**src/spi_regs_pkg.sv**
```systemverilog
package spi_regs_pkg;

    // Register addresses, 7-bit field of the command word.
    localparam logic [6:0] ADDR_SW = 7'h01;
    localparam logic [6:0] ADDR_CFG = 7'h02;
    localparam logic [6:0] ADDR_FLAGS = 7'h03;
    localparam logic [6:0] ADDR_BURST = 7'h05;
    localparam logic [6:0] ADDR_KEY = 7'h0B;

    // Reset values.
    localparam logic [7:0] RST_SW = 8'h00;
    localparam logic [7:0] RST_CFG = 8'h06;
    localparam logic [7:0] RST_FLAGS = 8'h00;
    localparam logic [7:0] RST_BURST = 8'h00;

    // Writable bits of the switch, config and burst registers.
    localparam logic [7:0] MASK_SW = 8'h0F;
    localparam logic [7:0] MASK_CFG = 8'h07;
    localparam logic [7:0] MASK_BURST = 8'h01;

    // Bit positions, shared by the flag and the check-enable registers; BIT_BURST is in the burst register.
    localparam int BIT_CRC = 0;
    localparam int BIT_CLK = 1;
    localparam int BIT_RW = 2;
    localparam int BIT_BURST = 0;

    // Command word layout: read flag, address, data.
    localparam int CMD_READ_BIT = 15;
    localparam logic [15:0] CLEAR_CMD = 16'h6CA9;
    localparam logic [7:0] KEY_FIRST = 8'hA3;
    localparam logic [7:0] KEY_SECOND = 8'h05;

    // Frame lengths in serial clocks.
    localparam int FRAME_BITS = 16;
    localparam int CRC_BITS = 8;
    localparam int FRAME_CRC_BITS = FRAME_BITS + CRC_BITS;
    localparam int ADDR_DONE_BIT = 7;

    // Checksum: polynomial x^8+x^2+x+1, seed zero, command word MSB first.
    localparam logic [7:0] CRC_POLY = 8'h07;
    localparam logic [7:0] CRC_INIT = 8'h00;

    // Timing of the host end.
    localparam int CLK_PERIOD_NS = 10;
    localparam int SCLK_HALF_NS = 160;
    localparam int CS_GAP_NS = 200;
    localparam int SCLK_HALF_CYC = (SCLK_HALF_NS + CLK_PERIOD_NS - 1) / CLK_PERIOD_NS;
    localparam int CS_GAP_CYC = (CS_GAP_NS + CLK_PERIOD_NS - 1) / CLK_PERIOD_NS;

    function automatic logic [7:0] crc8_step(input logic [7:0] crc, input logic din);
        crc8_step = {crc[6:0], 1'b0} ^ ((crc[7] ^ din) ? CRC_POLY : 8'h00);
    endfunction

    function automatic logic [7:0] crc8_word(input logic [15:0] word);
        logic [7:0] c;
        c = CRC_INIT;
        for (int i = 15; i >= 0; i--) begin
            c = crc8_step(c, word[i]);
        end
        crc8_word = c;
    endfunction

endpackage

```
**src/spi_link_if.sv**
```systemverilog
`timescale 1ns/1ps
interface spi_link_if;
    logic cs_n;
    logic sclk;
    logic sdi;
    logic sdo;

    modport dev (input cs_n, input sclk, input sdi, output sdo);
    modport host (output cs_n, output sclk, output sdi, input sdo);
endinterface

```
**src/spi_reg_dev.sv**
```systemverilog
`timescale 1ns/1ps
module spi_reg_dev (
    // Clock and reset.
    input wire logic sys_clk,
    input wire logic rst_n,
    // Serial link.
    spi_link_if.dev link,
    // Register state seen by the rest of the chip.
    output logic [3:0] sw_en,
    output logic [7:0] flag_state,
    output logic burst_active
);

    ////////////////////////////////////////////////////////////////////////////
    // Pin synchronisers: {cs_n, sclk, sdi}.

    logic [2:0] s1_r, s2_r, s3_r, filt_r, prev_r;
    logic [2:0] filt_nxt;

    // A change is believed only once the second and third stages agree.
    always_comb begin
        filt_nxt = (~(s2_r ^ s3_r) & s3_r) | ((s2_r ^ s3_r) & filt_r);
    end

    always_ff @(posedge sys_clk) begin
        if (!rst_n) begin
            s1_r <= 3'h4;
            s2_r <= 3'h4;
            s3_r <= 3'h4;
            filt_r <= 3'h4;
            prev_r <= 3'h4;
        end else begin
            s1_r <= {link.cs_n, link.sclk, link.sdi};
            s2_r <= s1_r;
            s3_r <= s2_r;
            filt_r <= filt_nxt;
            prev_r <= filt_r;
        end
    end

    logic cs_fall, cs_rise, sck_rise, sck_fall;
    assign cs_fall = prev_r[2] & ~filt_r[2];
    assign cs_rise = ~prev_r[2] & filt_r[2];
    assign sck_rise = ~filt_r[2] & ~prev_r[1] & filt_r[1];
    assign sck_fall = ~filt_r[2] & prev_r[1] & ~filt_r[1];

    ////////////////////////////////////////////////////////////////////////////
    // Address decode.

    logic [7:0] sw_r, cfg_r, flags_r, burst_r;

    function automatic logic readable(input logic [6:0] a);
        readable = (a == spi_regs_pkg::ADDR_SW) || (a == spi_regs_pkg::ADDR_CFG) ||
                   (a == spi_regs_pkg::ADDR_FLAGS) || (a == spi_regs_pkg::ADDR_BURST) ||
                   (a == spi_regs_pkg::ADDR_KEY);
    endfunction

    function automatic logic writable(input logic [6:0] a);
        writable = readable(a) && (a != spi_regs_pkg::ADDR_FLAGS);
    endfunction

    function automatic logic [7:0] read_value(input logic [6:0] a);
        case (a)
            spi_regs_pkg::ADDR_SW: read_value = sw_r;
            spi_regs_pkg::ADDR_CFG: read_value = cfg_r;
            spi_regs_pkg::ADDR_FLAGS: read_value = flags_r;
            spi_regs_pkg::ADDR_BURST: read_value = burst_r;
            default: read_value = 8'h00;
        endcase
    endfunction

    ////////////////////////////////////////////////////////////////////////////
    // Frame receiver.

    logic crc_en, burst_on;
    assign crc_en = cfg_r[spi_regs_pkg::BIT_CRC];
    assign burst_on = burst_r[spi_regs_pkg::BIT_BURST];

    logic [23:0] shift_r, shift_nxt;
    logic [4:0] cnt_r, cnt_nxt;
    logic [4:0] len;
    logic done_r, done_nxt, over_r, over_nxt;
    logic [7:0] crc_r, crc_nxt, tx_r, tx_nxt;
    logic [15:0] cmd_r, cmd_nxt;
    logic crc_ok_r, crc_ok_nxt, go_r, go_nxt, cnt_err_r, cnt_err_nxt;
    logic sdo_r, sdo_nxt;
    logic whole;

    assign len = crc_en ? 5'(spi_regs_pkg::FRAME_CRC_BITS) : 5'(spi_regs_pkg::FRAME_BITS);
    // Whole commands only: at least one, none cut short, none spilling over.
    assign whole = done_r && !over_r && (cnt_r == 5'h00);

    always_comb begin
        shift_nxt = shift_r;
        cnt_nxt = cnt_r;
        done_nxt = done_r;
        over_nxt = over_r;
        crc_nxt = crc_r;
        tx_nxt = tx_r;
        cmd_nxt = cmd_r;
        crc_ok_nxt = crc_ok_r;
        sdo_nxt = sdo_r;
        go_nxt = 1'b0;
        cnt_err_nxt = 1'b0;
        if (cs_fall) begin
            cnt_nxt = 5'h00;
            done_nxt = 1'b0;
            over_nxt = 1'b0;
            crc_nxt = spi_regs_pkg::CRC_INIT;
            tx_nxt = 8'h00;
            sdo_nxt = 1'b0;
        end else if (sck_rise) begin
            shift_nxt = {shift_r[22:0], filt_r[0]};
            if (done_r && !burst_on) begin
                over_nxt = 1'b1;
            end else begin
                if (cnt_r < 5'(spi_regs_pkg::FRAME_BITS)) begin
                    crc_nxt = spi_regs_pkg::crc8_step(crc_r, filt_r[0]);
                end
                if (cnt_r == 5'(spi_regs_pkg::ADDR_DONE_BIT) &&
                    shift_nxt[spi_regs_pkg::ADDR_DONE_BIT]) begin
                    tx_nxt = read_value(shift_nxt[6:0]);
                end
                if (cnt_r == len - 5'h01) begin
                    cnt_nxt = 5'h00;
                    done_nxt = 1'b1;
                    cmd_nxt = crc_en ? shift_nxt[23:8] : shift_nxt[15:0];
                    crc_ok_nxt = !crc_en || (shift_nxt[7:0] == crc_r);
                    crc_nxt = spi_regs_pkg::CRC_INIT;
                    go_nxt = burst_on;
                end else begin
                    cnt_nxt = cnt_r + 5'h01;
                end
            end
        end else if (sck_fall) begin
            sdo_nxt = tx_r[7];
            tx_nxt = {tx_r[6:0], 1'b0};
        end
        if (cs_rise) begin
            go_nxt = !burst_on && whole;
            cnt_err_nxt = !whole;
        end
    end

    always_ff @(posedge sys_clk) begin
        if (!rst_n) begin
            shift_r <= 24'h000000;
            cnt_r <= 5'h00;
            done_r <= 1'b0;
            over_r <= 1'b0;
            crc_r <= spi_regs_pkg::CRC_INIT;
            tx_r <= 8'h00;
            cmd_r <= 16'h0000;
            crc_ok_r <= 1'b0;
            go_r <= 1'b0;
            cnt_err_r <= 1'b0;
            sdo_r <= 1'b0;
        end else begin
            shift_r <= shift_nxt;
            cnt_r <= cnt_nxt;
            done_r <= done_nxt;
            over_r <= over_nxt;
            crc_r <= crc_nxt;
            tx_r <= tx_nxt;
            cmd_r <= cmd_nxt;
            crc_ok_r <= crc_ok_nxt;
            go_r <= go_nxt;
            cnt_err_r <= cnt_err_nxt;
            sdo_r <= sdo_nxt;
        end
    end

    assign link.sdo = sdo_r;

    ////////////////////////////////////////////////////////////////////////////
    // Register bank and command execution.

    logic [7:0] sw_nxt, cfg_nxt, flags_nxt, burst_nxt, set_bits;
    logic pend_r, pend_nxt, clr;
    logic [6:0] addr;
    logic [7:0] data;
    assign addr = cmd_r[14:8];
    assign data = cmd_r[7:0];

    always_comb begin
        sw_nxt = sw_r;
        cfg_nxt = cfg_r;
        burst_nxt = burst_r;
        pend_nxt = pend_r;
        set_bits = 8'h00;
        clr = 1'b0;
        set_bits[spi_regs_pkg::BIT_CLK] = cnt_err_r && cfg_r[spi_regs_pkg::BIT_CLK];
        if (go_r) begin
            if (!crc_ok_r) begin
                // A bad checksum discards the command, the clear included.
                set_bits[spi_regs_pkg::BIT_CRC] = !cmd_r[spi_regs_pkg::CMD_READ_BIT];
            end else if (cmd_r == spi_regs_pkg::CLEAR_CMD) begin
                clr = 1'b1;
            end else if (cmd_r[spi_regs_pkg::CMD_READ_BIT]) begin
                set_bits[spi_regs_pkg::BIT_RW] = !readable(addr) && cfg_r[spi_regs_pkg::BIT_RW];
            end else begin
                pend_nxt = (addr == spi_regs_pkg::ADDR_KEY) && (data == spi_regs_pkg::KEY_FIRST);
                set_bits[spi_regs_pkg::BIT_RW] = !writable(addr) && cfg_r[spi_regs_pkg::BIT_RW];
                case (addr)
                    spi_regs_pkg::ADDR_SW: sw_nxt = data & spi_regs_pkg::MASK_SW;
                    spi_regs_pkg::ADDR_CFG: cfg_nxt = data & spi_regs_pkg::MASK_CFG;
                    spi_regs_pkg::ADDR_BURST: burst_nxt = data & spi_regs_pkg::MASK_BURST;
                    default: ;
                endcase
            end
        end
        // A new event outweighs a clear in the same cycle; bits 7:3 never set.
        flags_nxt = (clr ? spi_regs_pkg::RST_FLAGS : flags_r) | set_bits;
        if (go_r && crc_ok_r && !cmd_r[spi_regs_pkg::CMD_READ_BIT] && pend_r &&
            addr == spi_regs_pkg::ADDR_KEY && data == spi_regs_pkg::KEY_SECOND) begin
            sw_nxt = spi_regs_pkg::RST_SW;
            cfg_nxt = spi_regs_pkg::RST_CFG;
            flags_nxt = spi_regs_pkg::RST_FLAGS;
            burst_nxt = spi_regs_pkg::RST_BURST;
            pend_nxt = 1'b0;
        end
    end

    always_ff @(posedge sys_clk) begin
        if (!rst_n) begin
            sw_r <= spi_regs_pkg::RST_SW;
            cfg_r <= spi_regs_pkg::RST_CFG;
            flags_r <= spi_regs_pkg::RST_FLAGS;
            burst_r <= spi_regs_pkg::RST_BURST;
            pend_r <= 1'b0;
        end else begin
            sw_r <= sw_nxt;
            cfg_r <= cfg_nxt;
            flags_r <= flags_nxt;
            burst_r <= burst_nxt;
            pend_r <= pend_nxt;
        end
    end

    assign sw_en = sw_r[3:0];
    assign flag_state = flags_r;
    assign burst_active = burst_r[spi_regs_pkg::BIT_BURST];

endmodule // spi_reg_dev

```
**src/flat_wrapper.sv**
```systemverilog
// flat-port wrapper written by rule: the top's interface ports become plain ports
module spi_reg_dev_flat 
  (sys_clk, rst_n, sw_en, flag_state, burst_active, link_cs_n, link_sclk, link_sdi, link_sdo);
  spi_link_if link_i ();
  input wire logic sys_clk;
  input wire logic rst_n;
  output logic [3:0] sw_en;
  output logic [7:0] flag_state;
  output logic burst_active;
  input wire logic [$bits(link_i.cs_n)-1:0] link_cs_n;
  input wire logic [$bits(link_i.sclk)-1:0] link_sclk;
  input wire logic [$bits(link_i.sdi)-1:0] link_sdi;
  output wire logic [$bits(link_i.sdo)-1:0] link_sdo;
  assign link_i.cs_n = link_cs_n;
  assign link_i.sclk = link_sclk;
  assign link_i.sdi = link_sdi;
  assign link_sdo = link_i.sdo;
  spi_reg_dev u_core (.sys_clk(sys_clk), .rst_n(rst_n), .link(link_i), .sw_en(sw_en), .flag_state(flag_state), .burst_active(burst_active));
endmodule
```
**config.mk**
```make
export PLATFORM = sky130hd
export DESIGN_NAME = spi_reg_dev_flat
export DESIGN_NICKNAME = d
export VERILOG_FILES = /design/src/spi_regs_pkg.sv /design/src/spi_link_if.sv /design/src/spi_reg_dev.sv /design/src/flat_wrapper.sv
export SDC_FILE = /design/constraint.sdc
export NUM_CORES = 1
export LEC_CHECK = 0
export ABC_AREA = 1
export BUFFER_PORTS_ARGS = -buffer_cell sky130_fd_sc_hd__buf_2
export CAP_MARGIN = 20
export CORE_UTILIZATION = 35
export DETAILED_ROUTE_END_ITERATION = 16
export PLACE_DENSITY = 0.6
export SLEW_MARGIN = 25
export SYNTH_ARGS = -nofsm -noshare
export SYNTH_HDL_FRONTEND = slang
export SYNTH_SLANG_ARGS = --single-unit
```
**constraint.sdc**
```tcl
create_clock -name sys_clk -period 3 [get_ports sys_clk]
set_input_delay 0.3 -clock sys_clk [delete_from_list [all_inputs] [get_ports sys_clk]]
set_output_delay 0.3 -clock sys_clk [all_outputs]
set_load 0.02 [all_outputs]
```
After elaboration in Yosys (flattened, before gate mapping)
Index checks and enable logic that the tools add are counted.

word-level totals
  bits in registers = 98
  output and inout port bits = 14
  logic and storage cells = 137

operators by class
  add/sub/neg operators = 2
  magnitude comparators = 1
  equality and inequality tests = 18
  multiplexer cells = 26
  bitwise gates (word level) = 24
  reduce and logical (&&, ||, !) cells = 45

operators by type and width
  operator              number
  $mux 8                7
  $pmux 8 s4            1
  $eq 7x2->1 const B    4
  $eq 16x15->1 const B  1
  $mux 16               1
  $logic_and 1x1->1     15
  $reduce_and 5->1      3
  $eq 7x1->1 const B    2
  $eq 7x3->1 const B    2
  $mux 1                14
  $not 1->1             10
  $reduce_and 2->1      5
  $reduce_and 3->1      3
  $eq 8x3->1 const B    1
  $eq 8x8->1            1
  $eq 8x8->1 const B    1
  $or 8x3->8            1
  $reduce_and 4->1      2
  $xor 8x8->8           1
  $eq 7x4->1 const B    1
  $logic_not 1->1       7
  $ne 7x2->1 const B    1
  $and 1x1->1           6
  $and 3x3->3           2
  17 further kinds      24

Longest topological paths before layout
  depth after elaboration = 13
  gate-level depth with buffers = 10
  mapped depth without buffers = 10

Worst setup path after synthesis
OpenSTA, ideal clock, no wires.

  kind = register to register
  start point = reg u_core.burst_r[0]
  end point = reg u_core.cmd_r[0]
  arrival = 1.328 ns
  required time = 2.872 ns
  setup slack = 1.544 ns
  cell stages (with the launch flop) = 9
  buffers on the path = 1
  cell sequence = dfxtp_1 -> inv_1 -> nand2_1 -> nand3_1 -> inv_2 -> nand3_4 -> buf_2 -> nor2_1 -> a211oi_2

between the ends
  longest elaborated chain between the ends = 4

RTL lines
  what                        RTL line            source
  start: declaration          spi_reg_dev.sv:50   logic [7:0] sw_r, cfg_r, flags_r, burst_r;
  start signal: assignment    spi_reg_dev.sv:229  burst_r <= spi_regs_pkg::RST_BURST;
  start signal: assignment    spi_reg_dev.sv:235  burst_r <= burst_nxt;
  $logic_not 1->1             spi_reg_dev.sv:114  if (done_r && !burst_on) begin
  $logic_and 1x1->1           spi_reg_dev.sv:114
  $not 1->1 (no line)         -
  $reduce_and 4->1 (no line)  -
  end signal: assignment      spi_reg_dev.sv:165  cmd_r <= cmd_nxt;
  end: declaration            spi_reg_dev.sv:84   logic [15:0] cmd_r, cmd_nxt;

Every way passes these cells.
A chain may end at the register's enable or synchronous reset.

Worst setup path in the final report
  start point = reg u_core.shift_r[3]
  end point = reg u_core.tx_r[0]

between the ends
  longest elaborated chain between the ends = 5
  elaborated cells on any way between the ends = 8
  those cells by class = eq/ne (4); mux (4)

RTL lines
  what                                      RTL line            source
  start: declaration                        spi_reg_dev.sv:79   logic [23:0] shift_r, shift_nxt;
  start signal: assignment                  spi_reg_dev.sv:159  shift_r <= shift_nxt;
  $eq 7x3->1, or another cell as far along  spi_reg_dev.sv:63   case (a)
  $pmux 8 s4 (*)                            spi_reg_dev.sv:63
  $mux 8 (*)                                spi_reg_dev.sv:120  if (cnt_r == 5'(spi_regs_pkg::ADDR_DONE_BIT) &&
  $mux 8 (*)                                spi_reg_dev.sv:114
  $mux 8 (*)                                spi_reg_dev.sv:112  end else if (sck_rise) begin
  end signal: assignment                    spi_reg_dev.sv:164  tx_r <= tx_nxt;
  end: declaration                          spi_reg_dev.sv:83   logic [7:0] crc_r, crc_nxt, tx_r, tx_nxt;

Mark *: on every way between the ends. The rest lies on a longest branch, timed or not. The select of a mux whose other input is x is not followed.

==> results.yml <==
floorplan:
  die_x_microns: 112
  die-area_sq_mm: 0.0126
  ios: 19
  die_h_microns: 112
  rows: 39
  core-area_sq_mm: 0.0117
  initial_utilization_pct: 36.6
yosys:
  netlist_area_sq_mm: 0.00427
  synth_cells: 588
  synth-edff-count: 0
  synth.avg_cell_area_sq_um: 7.26
  yosys.area.top_type_share_pct: 43.2
  ys_async_sr_fraction_pct: 0
  synthFlopType: "dfxtp_1"
  yosys_warnings: 0
  yosysSeqAreaShare_pct: 43.2
  synth_seq_cells: 92
  yosysTopAreaCell: "dfxtp_1"
  synth_area_leaders: "dfxtp_1 43%, nand2_1 10%, nor2_1 7.1%, inv_1 5.9%, o21ai_0 5.4%"
  ys_types: 38
placed_design:
  gp_congestion: 0.792
  post-place-ws_ns: 1.17
  dp.cells: 725
  dp_hpwl_mm: 6.66
  io_buffers: 13
  dpl_cell_area_sq_mm: 0.00441
critical_path:
  worst_r2r_path_depth: 9
  cp.depth: 9
  critPathMaxStageDelay_ns: 0.68
  critPathTopFamily: "simple AND/OR/NAND/NOR gates"
  worstSetupPathType: "reg2reg"
  critPathBufInv: 1
  cp-start-kind: "flip-flop"
  crit_required_ns: 3.27
  arrival_ns: 2.13
  crit_path_end_kind: "flip-flop"
  crit_slowest_cell: "nor2_1"
  cp_common_cell: "nand2_1"
  crit_chain: "inv_2, nand2_1, nor2_1, nand2_1, nand2_1, nor2_1, nor2_1, nand2_1, a21oi_1"
  cp_max_fo: 13
power:
  p_switching_mw: 0.497
  peakVddDrop_v: 0.000236
  combPwrFrac_pct: 1.6
  clkPwrFrac_pct: 48.9
  p_seq_share_pct: 49.5
  p_per_area_mw_per_mm2: 525
  finalPower_mw: 2.48
  power_switching_share_pct: 20.0
  internal_power_mw: 1.98
  p_leak_nw: 2.04
finish:
  drive_gt1_share_pct: 12.0
  layout_common_cells: "117 x nand2_1, 92 x dfxtp_1, 80 x nor2_1"
  antenna_cells: 0
  seq_area_sq_mm: 0.00184
  nets: 600
  layout.cells.most_common: "nand2_1"
  stdcell_area_sq_mm: 0.00472
  instances_no_fill: 741
  fill_cells: 1209
  fin_util_pct: 40.5
  multi_input_area_sq_mm: 0.00201
  synthToLayoutAreaGrowth_pct: 10.7
clock_network:
  clkTransAtPathRegs_ns: 0.06
  root_buffer: "clkbuf_16"
  cts.sinks: 92
  cts_tree: "built"
  clk_latency_ns: 0.34
  cts_resized: 0
  postCtsSetupBuffers: 0
  numCtsBuffers: 9
  postCtsHoldBufs: 0
  htree_levels: 3
  clock_path_buffers: 2
global_routing:
  antenna_found_initial: 0
  grt_pass1_vias: 3347
  grt_pass1_wl_mm: 15.9
  grt_max_degree: 43
  globalRouteTotalUtil_pct: 15.7
  grt_overflow: 0
route:
  drtPass1Iterations: 4
  drt_wl_total_mm: 9.29
  drc: 0
  viasPerCell: 4.93
  avgRoutedWirePerCell_microns: 12.5
  drt_iter0_markers: 239
  detail-route-antenna-nets: 0
  num_vias: 3651
sta:
  max_slew_margin_pct: 38.8
  max_freq_mhz: 537
  post-route-period-util_pct: 62.1
  finalClockSkew_ns: 0.00693
  hold_ws_ns: 0.140
  min_period_ns: 1.86
  layout_setup_ws_ns: 1.14
  rsz0062_at_grt: "no"
  tightest_slew_ns: 0.915
  setup_tns_ns: 0
  slew_violations: 0
  setup_violations: 0
  hold_viol: 0
run_status:
  outcome: "finished, final reports clean"
worst_hold_path:
  min-delay-path-class: "in2reg"
  min_path_cells: 3
flow_run:
  drv_cap: 0
## final cells by class
cell class,instances,share of cell area [%]
clock inverters,5,1.59
multi-input cells,397,42.5
clock buffers,11,5.14
flip-flops and latches,92,39.0
well taps,143,3.79
inverters,76,6.04
repair buffers,17,2.01
## cells in the mapped netlist (2+ instances only)
library cell and instances:
a211oi_2 14, ha_1 2, nand2_4 2, o21ai_0 46, xor2_1 2, buf_4 7, nor2_1 81, buf_6 2
nand3_1 38, inv_2 9, nand2_1 117, nand3_2 2, dfxtp_1 92, or2_2 5, a21boi_1 2, nand4_1 12
inv_1 67, a21oi_1 40, nand3b_1 2, xnor2_1 6, buf_2 8, nor3_1 8, clkbuf_1 9
## registers in the layout, summed over array words and instances (netlist names), named ones only
name               cells
u_core.prev_r          2
u_core.done_r          1
u_core.crc_ok_r        1
u_core.burst_r         1
u_core.link.sdo        1
u_core.cnt_err_r       1
u_core.cnt_r           5
u_core.s1_r            3
u_core.s3_r            3
u_core.sw_r            4
u_core.cmd_r          16
u_core.tx_r            8
u_core.over_r          1
u_core.pend_r          1
u_core.crc_r           8
u_core.cfg_r           3
u_core.go_r            1
u_core.shift_r        23
u_core.s2_r            3
u_core.flag_state      3
## cell families (layout without fill, tap and decap cells)
kind of cell | after synthesis | in the layout | synth area share [%]
AND/OR/NAND/NOR | 273 | 273 | 28.3
AO/OA/AOI/OAI | 109 | 109 | 15.9
buffers and inverters | 103 | 109 | 10.3
flip-flops | 92 | 92 | 43.2
XOR/XNOR | 8 | 8 | 1.64
adder cells (fa/ha/maj) | 2 | 2 | 0.586
other | 1 | 5 | 0.0879
## tightest hold or removal path, stage by stage
cell and delay, ns:
buf_2 0.07, nand2_1 0.04, inv_1 0.04
## routing by layer
layer  wire length [microns]  vias to the layer above  GRT usage, %
li1                        -                     1891             -
met1                    4680                     1673          21.9
met2                    4090                       74          23.9
met3                     388                       13          3.24
met4                     144                        0          5.69
met5                       0                        -             0
## worst paths after layout
path | end | slack, ns | from
setup reg to reg | u_core.tx_r[0]$_SDFFE_PP0P_ | 1.14 | u_core.shift_r[3]$_SDFFE_PN0P_
hold reg to reg | u_core.s2_r[0]$_SDFF_PN0_ | 0.41 | u_core.s1_r[0]$_SDFF_PN0_
setup / recovery | u_core.tx_r[0]$_SDFFE_PP0P_ | 1.14 | u_core.shift_r[3]$_SDFFE_PN0P_
hold / removal | u_core.s1_r[1]$_SDFF_PN0_ | 0.14 | link_sclk
## power groups by stage
stage / sequential [mW] / combinational (mW) / clock (mW)
3_3_place_gp: 1.26 / 0.0391 / 0
4_1_cts: 1.23 / 0.0399 / 1.23
2_1_floorplan: 1.26 / 0.0349 / 0
5_1_grt: 1.23 / 0.0445 / 1.29
3_5_place_dp: 1.26 / 0.0398 / 0
6_report: 1.23 / 0.0395 / 1.21
No activity file was read; power rests on OpenSTA's default activity.
